--- config.mk ---
export PLATFORM = sky130hd
export DESIGN_NAME = rms_mode_strap
export DESIGN_NICKNAME = d
export VERILOG_FILES = /design/src/shared/rms_pkg.sv /design/src/rtl/rms_mode_strap.sv /design/src/rtl/rms_uart.sv
export VERILOG_INCLUDE_DIRS = /design/src /design/src/shared
export SDC_FILE = /design/constraint.sdc
export NUM_CORES = 1
export LEC_CHECK = 0
export BUFFER_PORTS_ARGS = -buffer_cell sky130_fd_sc_hd__buf_4
export CAP_MARGIN = 30
export CORE_MARGIN = 2
export CORE_UTILIZATION = 57
export DETAILED_ROUTE_END_ITERATION = 8
export PLACE_DENSITY = 0.84
export SYNTH_ARGS = -nofsm -noshare
export SYNTH_HDL_FRONTEND = slang
export SYNTH_SLANG_ARGS = --single-unit
--- constraint.sdc ---
create_clock -name clock -period 22.7 [get_ports clock]
set_clock_uncertainty 0.15 [all_clocks]
set_input_delay 3.405 -clock clock [delete_from_list [all_inputs] [get_ports clock]]
set_output_delay 3.405 -clock clock [all_outputs]
set_load 0.02 [all_outputs]
--- src/shared/rms_map.svh ---
/*
 * Named constants for the reset-time mode strap selector: reset values, emulated
 * register addresses, field positions, serial and carrier timing figures.
 * Assumes it is included by its bare name from package and design files.
 */
// Summary of operation
// - Two straps sampled at reset pick one of three modes.
// - Equal strap levels, or any other case, select standard mode.
// - Emulation mode answers emulated transceiver register accesses over the serial link.
// - Emulation serial link is a plain UART fixed at 9600 baud.
// - Writes to the emulated serial speed register never change the link rate.
// - In emulation the interrupt strap pin becomes the interrupt output.
// - Emulated interrupt line is low while an enabled interrupt is pending, else high.
// - Interrupt polarity-inversion bit is ignored; output stays active low.
// - RF-field-on mode turns the carrier on as soon as reset ends.
// - RF-field-on sends random bytes; two pins pick framing and bit rate.
// - RF-field-on mode keeps the temperature sensor disabled.
`ifndef RMS_MAP_SVH
`define RMS_MAP_SVH

// ----------------------------------------------------------------------------
// timing
// ----------------------------------------------------------------------------
`define RMS_CLK_HZ          125000000
`define RMS_UART_BAUD       9600
`define RMS_RATE_106_KBPS   106
`define RMS_RATE_212_KBPS   212
`define RMS_RATE_424_KBPS   424
`define RMS_BITS_PER_BYTE   8

// ----------------------------------------------------------------------------
// emulated register map (6-bit address) and fields
// ----------------------------------------------------------------------------
`define RMS_REG_COMM_IEN    6'h02
`define RMS_REG_COMM_IRQ    6'h04
`define RMS_REG_SERIAL_BAUD 6'h1F
`define RMS_IRQ_INV_BIT     7
`define RMS_IRQ_SET_BIT     7
`define RMS_RD_BIT          7
`define RMS_ADDR_MSB        6
`define RMS_ADDR_LSB        1

// ----------------------------------------------------------------------------
// reset values
// ----------------------------------------------------------------------------
`define RMS_LFSR_SEED       16'hACE1
`define RMS_BYTE_ZERO       8'h00

`endif

--- src/shared/rms_pkg.sv ---
/*
 * Types shared by the mode strap selector and its testbench.
 * Assumes nothing beyond a SystemVerilog compiler.
 */
`default_nettype none
package rms_pkg;
    // one-hot operating modes
    typedef enum logic [2:0] {
        MODE_STD  = 3'h1,
        MODE_EMU  = 3'h2,
        MODE_RFON = 3'h4
    } rms_mode_t;

    // carrier framing / bit rate choice
    typedef enum logic [2:0] {
        FRM_A106 = 3'h1,
        FRM_C212 = 3'h2,
        FRM_C424 = 3'h4
    } rms_frm_t;

    // serial register protocol
    typedef enum logic [2:0] {
        PR_ADDR  = 3'h1,
        PR_WDATA = 3'h2,
        PR_RSEND = 3'h4
    } rms_proto_t;
endpackage
`default_nettype wire

--- src/rtl/rms_mode_strap.sv ---
/*
 * Reset-time mode strap selector: latches the operating mode, runs the emulated
 * transceiver register link with its active-low interrupt, and drives the
 * RF-field-on test stream. Assumes all pins are synchronous to clock and that
 * the interrupt strap pin is resolved outside from irq_pin_out and irq_pin_oe_n.
 */
`timescale 1ns/10ps
`default_nettype none
`include "rms_map.svh"
module rms_mode_strap #(
    parameter logic [15:0] UART_BIT_CYC = 16'(`RMS_CLK_HZ / `RMS_UART_BAUD),
    parameter logic [15:0] BYTE_CYC_106 =
        16'((`RMS_CLK_HZ / 1000) * `RMS_BITS_PER_BYTE / `RMS_RATE_106_KBPS),
    parameter logic [15:0] BYTE_CYC_212 =
        16'((`RMS_CLK_HZ / 1000) * `RMS_BITS_PER_BYTE / `RMS_RATE_212_KBPS),
    parameter logic [15:0] BYTE_CYC_424 =
        16'((`RMS_CLK_HZ / 1000) * `RMS_BITS_PER_BYTE / `RMS_RATE_424_KBPS)
) (
    // clock and reset
    input  wire logic       clock,
    input  wire logic       sys_rst,
    // mode straps; the interrupt strap doubles as the interrupt output
    input  wire logic       mode_strap_irq_pin_in,
    output logic            mode_strap_irq_pin_out,
    output logic            mode_strap_irq_pin_oe_n,
    input  wire logic       mode_strap_second_pin,
    // carrier test selection pins
    input  wire logic       tx_select_first_pin,
    input  wire logic       tx_select_second_pin,
    // emulation serial link
    input  wire logic       uart_rxd,
    output logic            uart_txd,
    // emulated interrupt sources, one-cycle pulses
    input  wire logic [6:0] irq_event,
    // mode status
    output rms_pkg::rms_mode_t mode,
    output logic            temp_sensor_en,
    // rf front end
    output logic            rf_carrier_on,
    output rms_pkg::rms_frm_t rf_framing,
    output logic            rf_byte_valid,
    output logic [7:0]      rf_byte
);
    typedef struct packed {
        logic                 captured;
        rms_pkg::rms_mode_t   mode;
        rms_pkg::rms_frm_t    frm;
        logic                 irq_out;
        logic                 irq_oe_n;
        logic                 temp_en;
        logic                 rf_on;
        logic [15:0]          byte_cnt;
        logic [15:0]          lfsr;
        logic [7:0]           rf_byte;
        logic                 rf_valid;
        rms_pkg::rms_proto_t  proto;
        logic [5:0]           addr;
        logic                 tx_start;
        logic [7:0]           tx_data;
        logic [6:0]           irq_req;
        logic [7:0]           irq_en;
        logic [63:0][7:0]     regs;
    } rms_core_t;

    rms_core_t st_r, st_nxt;
    logic       rx_valid;
    logic [7:0] rx_data;
    logic       tx_busy;
    logic [15:0] byte_cyc;

    // ------------------------------------------------------------------------
    // serial port at the fixed emulation rate
    // ------------------------------------------------------------------------
    rms_uart #(.BIT_CYC(UART_BIT_CYC)) u_uart (
        .clock    (clock),
        .sys_rst  (sys_rst),
        .rxd      (uart_rxd),
        .txd      (uart_txd),
        .rx_valid (rx_valid),
        .rx_data  (rx_data),
        .tx_start (st_r.tx_start),
        .tx_data  (st_r.tx_data),
        .tx_busy  (tx_busy)
    );

    // byte period for the latched carrier framing
    always_comb begin
        unique case (st_r.frm)
            rms_pkg::FRM_C212: byte_cyc = BYTE_CYC_212;
            rms_pkg::FRM_C424: byte_cyc = BYTE_CYC_424;
            default:           byte_cyc = BYTE_CYC_106; // covers the unset code
        endcase
    end

    // ------------------------------------------------------------------------
    // next state
    // ------------------------------------------------------------------------
    always_comb begin
        st_nxt = st_r;
        st_nxt.tx_start = 1'b0;
        st_nxt.rf_valid = 1'b0;
        // straps are taken on the first edge after release and never again
        if (!st_r.captured) begin
            st_nxt.captured = 1'b1;
            if (mode_strap_irq_pin_in && !mode_strap_second_pin) begin
                st_nxt.mode = rms_pkg::MODE_EMU;
            end else if (!mode_strap_irq_pin_in && mode_strap_second_pin) begin
                st_nxt.mode = rms_pkg::MODE_RFON;
            end else begin
                st_nxt.mode = rms_pkg::MODE_STD;
            end
            unique case ({tx_select_first_pin, tx_select_second_pin})
                2'b01:   st_nxt.frm = rms_pkg::FRM_C212;
                2'b10:   st_nxt.frm = rms_pkg::FRM_C424;
                default: st_nxt.frm = rms_pkg::FRM_A106;
            endcase
        end
        // lfsr free-runs; sampling it at byte time gives pseudo-random data
        st_nxt.lfsr = {st_r.lfsr[14:0],
                       st_r.lfsr[15] ^ st_r.lfsr[13] ^ st_r.lfsr[12] ^ st_r.lfsr[10]};
        st_nxt.rf_on = (st_nxt.mode == rms_pkg::MODE_RFON);
        st_nxt.temp_en = st_nxt.captured && (st_nxt.mode != rms_pkg::MODE_RFON);
        // continuous random stream in carrier test mode
        if (st_r.mode == rms_pkg::MODE_RFON) begin
            if (st_r.byte_cnt == 16'h0000) begin
                st_nxt.byte_cnt = byte_cyc - 16'h0001;
                st_nxt.rf_valid = 1'b1;
                st_nxt.rf_byte = st_r.lfsr[7:0];
            end else begin
                st_nxt.byte_cnt = st_r.byte_cnt - 16'h0001;
            end
        end
        // emulated register link: address byte, then data byte or reply
        if (st_r.mode == rms_pkg::MODE_EMU) begin
            unique case (st_r.proto)
                rms_pkg::PR_ADDR: begin
                    if (rx_valid) begin
                        st_nxt.addr = rx_data[`RMS_ADDR_MSB:`RMS_ADDR_LSB];
                        if (rx_data[`RMS_RD_BIT]) begin
                            st_nxt.proto = rms_pkg::PR_RSEND;
                            st_nxt.tx_start = 1'b1;
                            unique case (rx_data[`RMS_ADDR_MSB:`RMS_ADDR_LSB])
                                `RMS_REG_COMM_IEN:    st_nxt.tx_data = st_r.irq_en;
                                `RMS_REG_COMM_IRQ:    st_nxt.tx_data = {1'b0, st_r.irq_req};
                                `RMS_REG_SERIAL_BAUD: st_nxt.tx_data = `RMS_BYTE_ZERO;
                                default: st_nxt.tx_data =
                                    st_r.regs[rx_data[`RMS_ADDR_MSB:`RMS_ADDR_LSB]];
                            endcase
                        end else begin
                            st_nxt.proto = rms_pkg::PR_WDATA;
                        end
                    end
                end
                rms_pkg::PR_WDATA: begin
                    if (rx_valid) begin
                        st_nxt.proto = rms_pkg::PR_ADDR;
                        unique case (st_r.addr)
                            `RMS_REG_COMM_IEN: st_nxt.irq_en = rx_data;
                            `RMS_REG_COMM_IRQ: begin
                                // top bit chooses set or clear of the marked bits
                                if (rx_data[`RMS_IRQ_SET_BIT]) begin
                                    st_nxt.irq_req = st_r.irq_req | rx_data[6:0];
                                end else begin
                                    st_nxt.irq_req = st_r.irq_req & ~rx_data[6:0];
                                end
                            end
                            `RMS_REG_SERIAL_BAUD: ; // not emulated: rate stays fixed
                            default: st_nxt.regs[st_r.addr] = rx_data;
                        endcase
                    end
                end
                rms_pkg::PR_RSEND: begin
                    if (!tx_busy && !st_r.tx_start) begin
                        st_nxt.proto = rms_pkg::PR_ADDR;
                    end
                end
            endcase
            // a source event wins over a clear in the same cycle
            st_nxt.irq_req = st_nxt.irq_req | irq_event;
        end
        // active low, polarity bit deliberately left out of the term
        st_nxt.irq_oe_n = !(st_nxt.mode == rms_pkg::MODE_EMU);
        st_nxt.irq_out = ~|(st_nxt.irq_req & st_nxt.irq_en[6:0]);
    end

    // ------------------------------------------------------------------------
    // state register
    // ------------------------------------------------------------------------
    always_ff @(posedge clock or posedge sys_rst) begin
        if (sys_rst) begin
            st_r <= '0;
            st_r.mode <= rms_pkg::MODE_STD;
            st_r.frm <= rms_pkg::FRM_A106;
            st_r.proto <= rms_pkg::PR_ADDR;
            st_r.irq_out <= 1'b1;
            st_r.irq_oe_n <= 1'b1;
            st_r.lfsr <= `RMS_LFSR_SEED;
        end else begin
            st_r <= st_nxt;
        end
    end

    assign mode_strap_irq_pin_out = st_r.irq_out;
    assign mode_strap_irq_pin_oe_n = st_r.irq_oe_n;
    assign mode = st_r.mode;
    assign temp_sensor_en = st_r.temp_en;
    assign rf_carrier_on = st_r.rf_on;
    assign rf_framing = st_r.frm;
    assign rf_byte_valid = st_r.rf_valid;
    assign rf_byte = st_r.rf_byte;
endmodule
`default_nettype wire

--- src/rtl/rms_uart.sv ---
/*
 * Fixed-rate 8N1 UART, transmit and receive, for the emulation link.
 * Assumes rxd is already synchronous to clock; the bit period is a fixed parameter.
 */
`timescale 1ns/10ps
`default_nettype none
module rms_uart #(
    parameter logic [15:0] BIT_CYC = 16'h32DC
) (
    // clock and reset
    input  wire logic       clock,
    input  wire logic       sys_rst,
    // serial pins
    input  wire logic       rxd,
    output logic            txd,
    // receive side
    output logic            rx_valid,
    output logic [7:0]      rx_data,
    // transmit side
    input  wire logic       tx_start,
    input  wire logic [7:0] tx_data,
    output logic            tx_busy
);
    typedef struct packed {
        logic        txd;
        logic        tx_busy;
        logic [9:0]  tx_sh;
        logic [3:0]  tx_n;
        logic [15:0] tx_cnt;
        logic        rx_busy;
        logic [3:0]  rx_n;
        logic [15:0] rx_cnt;
        logic [7:0]  rx_sh;
        logic        rx_valid;
        logic [7:0]  rx_data;
    } rms_uart_st_t;

    rms_uart_st_t st_r, st_nxt;

    // ------------------------------------------------------------------------
    // bit timing: the period never comes from a register, so it cannot drift
    // ------------------------------------------------------------------------
    always_comb begin
        st_nxt = st_r;
        st_nxt.rx_valid = 1'b0;
        // transmit: start, 8 data lsb first, stop
        if (!st_r.tx_busy) begin
            if (tx_start) begin
                st_nxt.tx_busy = 1'b1;
                st_nxt.tx_sh = {1'b1, tx_data, 1'b0};
                st_nxt.tx_n = 4'h0;
                st_nxt.tx_cnt = BIT_CYC - 16'h0001;
                st_nxt.txd = 1'b0;
            end
        end else if (st_r.tx_cnt == 16'h0000) begin
            if (st_r.tx_n == 4'h9) begin
                st_nxt.tx_busy = 1'b0;
                st_nxt.txd = 1'b1;
            end else begin
                st_nxt.tx_sh = {1'b1, st_r.tx_sh[9:1]};
                st_nxt.txd = st_r.tx_sh[1];
                st_nxt.tx_n = st_r.tx_n + 4'h1;
                st_nxt.tx_cnt = BIT_CYC - 16'h0001;
            end
        end else begin
            st_nxt.tx_cnt = st_r.tx_cnt - 16'h0001;
        end
        // receive: sample each bit in its middle
        if (!st_r.rx_busy) begin
            if (!rxd) begin
                st_nxt.rx_busy = 1'b1;
                st_nxt.rx_n = 4'h0;
                st_nxt.rx_cnt = {1'b0, BIT_CYC[15:1]};
            end
        end else if (st_r.rx_cnt == 16'h0000) begin
            st_nxt.rx_cnt = BIT_CYC - 16'h0001;
            st_nxt.rx_n = st_r.rx_n + 4'h1;
            if (st_r.rx_n == 4'h0) begin
                st_nxt.rx_busy = !rxd; // glitch on start bit aborts
            end else if (st_r.rx_n == 4'h9) begin
                st_nxt.rx_busy = 1'b0;
                st_nxt.rx_valid = rxd; // bad stop bit drops the byte
                st_nxt.rx_data = st_r.rx_sh;
            end else begin
                st_nxt.rx_sh = {rxd, st_r.rx_sh[7:1]};
            end
        end else begin
            st_nxt.rx_cnt = st_r.rx_cnt - 16'h0001;
        end
    end

    // ------------------------------------------------------------------------
    // state register
    // ------------------------------------------------------------------------
    always_ff @(posedge clock or posedge sys_rst) begin
        if (sys_rst) begin
            st_r <= '0;
            st_r.txd <= 1'b1;
        end else begin
            st_r <= st_nxt;
        end
    end

    assign txd = st_r.txd;
    assign tx_busy = st_r.tx_busy;
    assign rx_valid = st_r.rx_valid;
    assign rx_data = st_r.rx_data;
endmodule
`default_nettype wire

# == Word-level counts from Yosys, hierarchy flattened ==
# Cells that the tools add are included.
# totals
register_bits,667
elab_cells,221
out_inout_bits,20
input_bits,14
# classes
eq_ne,32
reduce_logical,31
add_sub_neg,6
mux,46
bitwise_logic,10
magnitude_cmp,3
# op_table
op,count
two-way mux 527 bit,3
two-way mux 536 bit,1
bitwise mux 512 bit,1
two-way mux 512 bit,1
two-way mux 16 bit,4
two-way mux 32 bit,2
"subtractor 16 x 1 -> 16 bit, second input constant",4
two-way mux 9 bit,6
binary-select mux 8 bit (select 6 bit),1
demux 8 bit (select 6 bit),1
logical NOT 16 bit,3
two-way mux 21 bit,2
two-way mux 30 bit,1
one-hot mux 14 bit (2 select lines),1
two-way mux 8 bit,3
one-hot mux 8 bit (3 select lines),1
AND reduction 4 bit,6
two-way mux 18 bit,1
two-way mux 3 bit,5
AND 7 bit,2
"less-than comparator 6 x 7 -> 1 bit, second input constant",2
two-way mux 7 bit,2
bitwise OR 7 bit,2
"== test 3 x 2 -> 1 bit, second input constant",4
30 further kinds,69

# == Depth between registers and ports, before layout ==
# Gate-level depths: netlist (run 1).
# depth
word_depth,14
mapped_depth,12
depth_no_buf,10

# == Cells and area by module ==
# Synthesis (run 1) repeated with hierarchy kept, for this count alone.
# hier_totals
cells_unflattened,2232
hier_area_um2,31003.5
# by_module_without_submodules
module,area_per_inst_um2,seq_area_each_um2,cells_each,instances
rms_mode_strap,27413.8,14955.6,1884,1
rms_uart,3589.7,1727.9,348,1

# == Least setup slack after synthesis (run 1) ==
# OpenSTA, ideal clock, no wires.
# synth_timing
path_type,input -> register
from,input mode_strap_irq_pin_in
to,"register st_r, in the netlist temp_sensor_en"
path_buffers,0
required_ns,22.412
stages,4
arrival_ns,4.309
setup_time_ns,0.138
path_slack_ns,18.103
cell_sequence,inv_1 -> ha_1 -> mux2_2 -> or3_1
# synth_rtl
element,line,rtl
from (decl),rms_mode_strap.sv:23,"input wire logic mode_strap_irq_pin_in,"
to (signal assigned),rms_mode_strap.sv:199,st_r <= st_nxt;
to (decl),rms_mode_strap.sv:65,"rms_core_t st_r, st_nxt;"

==> impl_metrics.yaml, run 1 <==
yosys:
  async_reset_ff_share_pct: 100
  synth_edf_count: 0
  syn_nets: 2424
  ys_ff_latch: 666
  synth_top_flop_cell: "dfrtp_1"
  synth_warnings: 0
  synth.most_common_cell: "dfrtp_1"
  synthTopCellsByArea: "dfrtp_1 54%, mux2_2 17%, mux4_2 5.7%, mux2i_1 3.7%, o21ai_0 2.7%"
  synth_top_area_share_pct: 53.8
  synth.top_cells.by_count: "652 x dfrtp_1, 446 x mux2_2, 180 x nand2_1"
  synth_cell_type_count: 73
  ys_seq_area_share_pct: 55.0
  syn-cell-area_um2: 30300
  syn_avg_cell_area_um2: 12.7
  yosysTopAreaCell: "dfrtp_1"
  syn_inst: 2398
placement:
  pre_cts_ws_ns: 16.27
  gp_congestion: 0.903
  dp_hpwl_um: 43800
  dpl_cell_area_um2: 30900
  port_buffers: 33
cts:
  post-cts-setup-buffer-count: 0
  cts_htree_levels: 3
  cts_resized: 0
  root_buffer: "clkbuf_16"
  numCtsBuffers: 68
  cts.sinks: 666
  clk_pin_slew_ns: 0.06
  clockBufferDepth: 3
  clk-insertion-delay-late_ns: 0.61
  cts_tree: "yes"
  hold_buffers: 0
global_routing:
  grt_max_degree: 187
  antenna_found_initial: 1
  grt_pass1_wl_um: 113000
  grt_remaining_overflow: 0
  grt_pass1_vias: 20197
  grt.total_usage_pct: 25.5
critical_path:
  critPathArrivalTime_ns: 5.94
  endpoint_kind: "asynchronous set/reset pin"
  start_kind: "input port"
  cp_top_family: "buffers and inverters"
  regToRegEndpoint: "st_r[528]"
  crit_chain: "buf_4 -> inv_8 -> buf_16 -> buf_12 -> buf_4 -> buf_16"
  max_stage_delay_ns: 0.67
  cpMaxStageDelayCell: "buf_12"
  path_depth: 6
  r2r_start: "u_uart.rx_data[2]"
  critPathBufInv: 6
  reg2reg_slack_ns: 18.57
  critPathKind: "in -> async"
  cp_max_fo: 186
  critical_path_required_ns: 23.26
  r2r_cells: 6
floorplan:
  io_pins: 34
  dieArea_um2: 55100
  die_w_um: 235
  start_util_pct: 57.8
  die_y_um: 235
  rows: 84
  core_area_um2: 52600
hold_path:
  hp-class: "reg -> reg"
  min_to: "st_nxt[565]"
  hold_path.startpoint: "st_nxt[564]"
  min_delay_path_depth: 0
job:
  maxCapViolations: 0
sta:
  rsz0062_at_grt: "no"
  hold_viol: 0
  drv_slew: 0
  worstMarginPinSlew_ns: 1.12
  setup_ws_ns: 17.31
  setup_viol: 0
  slew_headroom_pct: 25.7
  finalCritPeriodShare_pct: 23.7
  period_needed_ns: 5.39
  tns_ns: 0
  max_freq_ghz: 0.186
route:
  wirelength_um: 70000
  drtIter0Drc: 2034
  vias: 19628
  routedWlPerCell_um: 22.8
  vias_per_cell: 6.40
  drc: 0
  ant_nets: 0
  drtPass1Iterations: 6
power:
  swShare_pct: 22.4
  finalPower_w: 0.00248
  leakage_nw: 15.0
  p_int_w: 0.00193
  p_comb_share_pct: 4.2
  power.switching_w: 0.000556
  vdd_drop_max_mv: 0.0518
  power.density_nw_per_um2: 74.6
  seqPwrFrac_pct: 50.1
  pwr-share-clk_pct: 45.7
outcome:
  status: "completed"
layout:
  nets: 2358
  multi_input_area_um2: 12700
  areaGrowthSynthToFinish_pct: 9.71
  fillers: 3588
  layout-drive-gt1-share_pct: 31.3
  diodes: 0
  fin_area_um2: 33300
  regArea_um2: 16700
[cell usage in the layout (no fill, tap or decap), drive strengths merged, types with 12 or more instances in the layout]
master  synthesis  layout
nand2         180     180
nor3           33      33
nand2b         13      13
buf            53      63
nor4           17      17
o22ai          37      37
or3            18      18
dfstp          14      14
o21ai         163     163
nand3          16      16
a21oi          66      66
dfrtp         652     652
a22oi          19      19
a221o          15      15
ha             12      12
inv            31      35
mux2          446     446
mux2i         112     112
nor2          107     107
mux4           77      77
clkbuf        148     100
[worst max-delay path by stage]
stage	start	to	slack, ns
finish	sys_rst	mode_strap_irq_pin_out	17.31
global route	sys_rst	mode_strap_irq_pin_out	17.02
CTS	sys_rst	st_r[114]	16.92
detailed placement	sys_rst	st_r[114]	16.27
global placement	sys_rst	st_r[129]	16.38
floorplan	sys_rst	mode[1]	0.50
[power by group through the flow]
stage	sequential [W]	combinational [W]	clock [W]
5_1_grt	0.00125	0.000120	0.00120
2_1_floorplan	0.00126	0.0000812	0
3_5_place_dp	0.00126	0.000104	0
4_1_cts	0.00124	0.000105	0.00114
3_3_place_gp	0.00126	0.0000963	0
6_report	0.00124	0.000105	0.00113
[through the flow]
step                      instances  hold WS [ns]  utilization (%)
after floorplan                2398         0.181                -
after global placement         2938         0.192             58.6
after detailed placement       2943         0.187             58.8
after CTS                      3062         0.206             63.1
after global routing           3069         0.220             63.4
final                          3069         0.197             63.4
[state kept, by name (all words and copies together) (netlist names)]
register	flops
rf_framing	3
u_uart.st_r	58
u_uart.tx_busy	1
rf_byte	8
temp_sensor_en	1
mode_strap_irq_pin_oe_n	1
u_uart.rx_valid	1
u_uart.txd	1
rf_byte_valid	1
st_r	563
st_nxt	15
rf_carrier_on	1
mode	3
mode_strap_irq_pin_out	1
u_uart.rx_data	8
[cell type report]
cell class                 instances  area share (%)
inverter                          31           0.372
clock inverter                    21           0.857
tap                              688            2.59
timing repair buffer              65            1.89
sequential                       666            50.2
multi-input combinational       1500            38.2
clock buffer                      98            5.94
[worst register-to-register path, delay by kind of cell, from the launching register on]
| family | cells | cell delay, ns |
|---|---|---|
| compound gates | 2 | 0.48 |
| buf+inv | 1 | 0.83 |
| flops | 1 | 1.02 |
| mux | 1 | 0.10 |
| simple gates | 2 | 1.47 |
[metal layers]
layer  part of all wire, %  global-route usage [%]  vias up  wire length [µm]
met3                   8.0                    6.25      171              5610
met2                    47                    39.5      804             33200
met5                 0.019                       0        -                13
met1                    41                    35.2    10106             29000
li1                      -                       -     8545                 -
met4                   3.1                    9.51        2              2200
[logic make-up after synthesis]
family	synth area share [%]
DFF	55.0
buffers and inverters	3.15
muxes	26.0
and+or+nand+nor	7.37
AOI/OAI and AO/OA	7.70
other	0.0124
xor gates and xnor gates	0.346
adders and majority gates	0.495
(Power assumes the default switching activity.)
==> inputs of run 2 (changes only) <==
CORE_UTILIZATION = 63   (was 57)
PLACE_DENSITY = 0.88   (was 0.84)
clock period = 5.08 ns   (was 22.7 ns; I/O delays follow)
==> run 2 against run 1 <==
  * Sequential share of layout area grew 0.26 points
  * First-iteration DRC count up 3.4%
  * Total power rose to 4.5 times the previous value
  * Largest cell class unchanged
  * Non-clock buffer count up 2
  * Combinational power rose to 4.4 times the previous value
  * Critical endpoint is now st_r[527]
==> impl_metrics.yaml, run 2 (synthesis gave the netlist of run 1 again) <==
outcome:
  status: "completed"
placement:
  port_buffers: 33
  gp_congestion: 0.928
  dp_hpwl_um: 45700
  dp_cells: 2878
  pre_cts_ws_ns: 1.35
global_routing:
  grt_remaining_overflow: 0
  grt_pass1_vias: 20547
  grt_max_degree: 154
  grt_pass1_wl_um: 116000
  antenna_found_initial: 1
  grt.total_usage_pct: 29.9
critical_path:
  startpoint: "u_uart.rx_data[4]"
  start_kind: "flip-flop"
  reg2reg_slack_ns: 1.16
  cp_max_fo: 50
  r2r_start: "u_uart.rx_data[4]"
  regToRegEndpoint: "st_r[527]"
  r2r_cells: 8
  endpoint: "st_r[527]"
  endpoint_kind: "flip-flop"
  critPathArrivalTime_ns: 4.23
  critical_path_required_ns: 5.39
  critPathKind: "reg -> reg"
cts:
  numCtsBuffers: 67
  cts_tree: "yes"
  clk_pin_slew_ns: 0.06
  cts_resized: 0
  cts_htree_levels: 3
  post-cts-setup-buffer-count: 0
  root_buffer: "clkbuf_16"
  cts.sinks: 666
  clk-insertion-delay-late_ns: 0.61
  clockBufferDepth: 3
  hold_buffers: 0
floorplan:
  io_pins: 34
  start_util_pct: 63.7
  die_y_um: 223
  core_area_um2: 47600
  die_w_um: 223
  dieArea_um2: 49900
  rows: 80
power:
  vdd_drop_max_mv: 0.350
  leakage_nw: 14.9
  finalPower_w: 0.0111
  power.density_nw_per_um2: 335
sta:
  finalCritPeriodShare_pct: 77.2
  hold_viol: 0
  setup_viol: 0
  whs_ns: 0.199
  drv_slew: 0
  slew_headroom_pct: 27.0
  rsz0062_at_grt: "no"
  setup_ws_ns: 1.16
  worstMarginPinSlew_ns: 1.09
  max_freq_ghz: 0.255
  period_needed_ns: 3.92
route:
  wirelength_um: 73100
  vias: 20207
  ant_nets: 0
  routedWlPerCell_um: 24.4
  drtIter0Drc: 2103
  drtPass1Iterations: 6
  vias_per_cell: 6.74
  drc: 0
layout:
  nets: 2359
  layout-drive-gt1-share_pct: 31.6
  layout_commonest_cell: "dfrtp_1"
  largest_reg_flops: 563
  diodes: 0
  areaGrowthSynthToFinish_pct: 9.14
  final_cells: 2999
  final_cell_mix: "645 x dfrtp_1, 446 x mux2_2, 180 x nand2_1"
  top_register: "st_r"
job:
  maxCapViolations: 0
hold_path:
  hp-class: "reg -> reg"
-- run 2: cell types whose count changed in the layout (fill, tap and decap cells not counted), sizes merged --
cell      previous run  this run
clkbuf             100        96
clkinvlp             0         2
buf                 63        67
inv                 35        37
bufinv               6         5
-- run 2: how the worst min path moves through the flow --
| stage | startpoint | endpoint | cells past startpoint |
|---|---|---|---|
| 2_1_floorplan | st_nxt[563] | st_nxt[564] | 0 |
| 4_1_cts | st_nxt[563] | st_nxt[564] | 0 |
| 3_3_place_gp | st_nxt[563] | st_nxt[564] | 0 |
| 3_5_place_dp | st_nxt[563] | st_nxt[564] | 0 |
| 6_report | st_nxt[563] | st_nxt[564] | 0 |
| 5_1_grt | st_nxt[563] | st_nxt[564] | 0 |
-- run 2: area by class of cell --
cell class	count	area, µm²
Multi-Input combinational cell	1500	12700
Clock buffer	96	1970
Timing Repair Buffer	67	561
Clock inverter	24	285
Fill cell	3001	14500
Inverter	31	120
Tap cell	615	769
Sequential cell	666	16700
-- run 2: stage by stage --
| stage | setup TNS [ns] | instance area (µm²) | utilization [%] |
|---|---|---|---|
| floorplan | -3245.34 | 30400 | - |
| global placement | 0 | 30800 | 64.7 |
| detailed placement | 0 | 30900 | 64.8 |
| CTS | 0 | 33100 | 69.5 |
| global route | 0 | 33100 | 69.5 |
| finish | 0 | 33100 | 69.5 |
-- run 2: per-layer routing --
metal  track usage (%)  share of wire [%]  wire length (µm)  vias up
met5                 0                  0                 0        -
met4              14.5                4.8              3510        0
met3              6.40                8.5              6220      266
met2              47.2                 47             34700     1061
met1              39.8                 39             28700    10339
li1                  -                  -                 -     8541
-- run 2: report_power, final --
part / switching [W] / internal (W) / total (W) / leakage, nW
clock: 0.00210 / 0.00297 / 0.00507 / 1.12
combinational: 0.000290 / 0.000175 / 0.000465 / 4.69
sequential: 0.000141 / 0.00542 / 0.00556 / 9.13
-- run 2: worst max-delay path, cell delays in order (launching register included) --
cell and delay (ns):
dfrtp_2 1.01, buf_4 0.42, buf_4 0.37, nor3_1 0.09, o21ai_0 0.10, a21o_1 0.33, nand2_1 0.27, nor4_1 0.83
a21oi_1 0.17
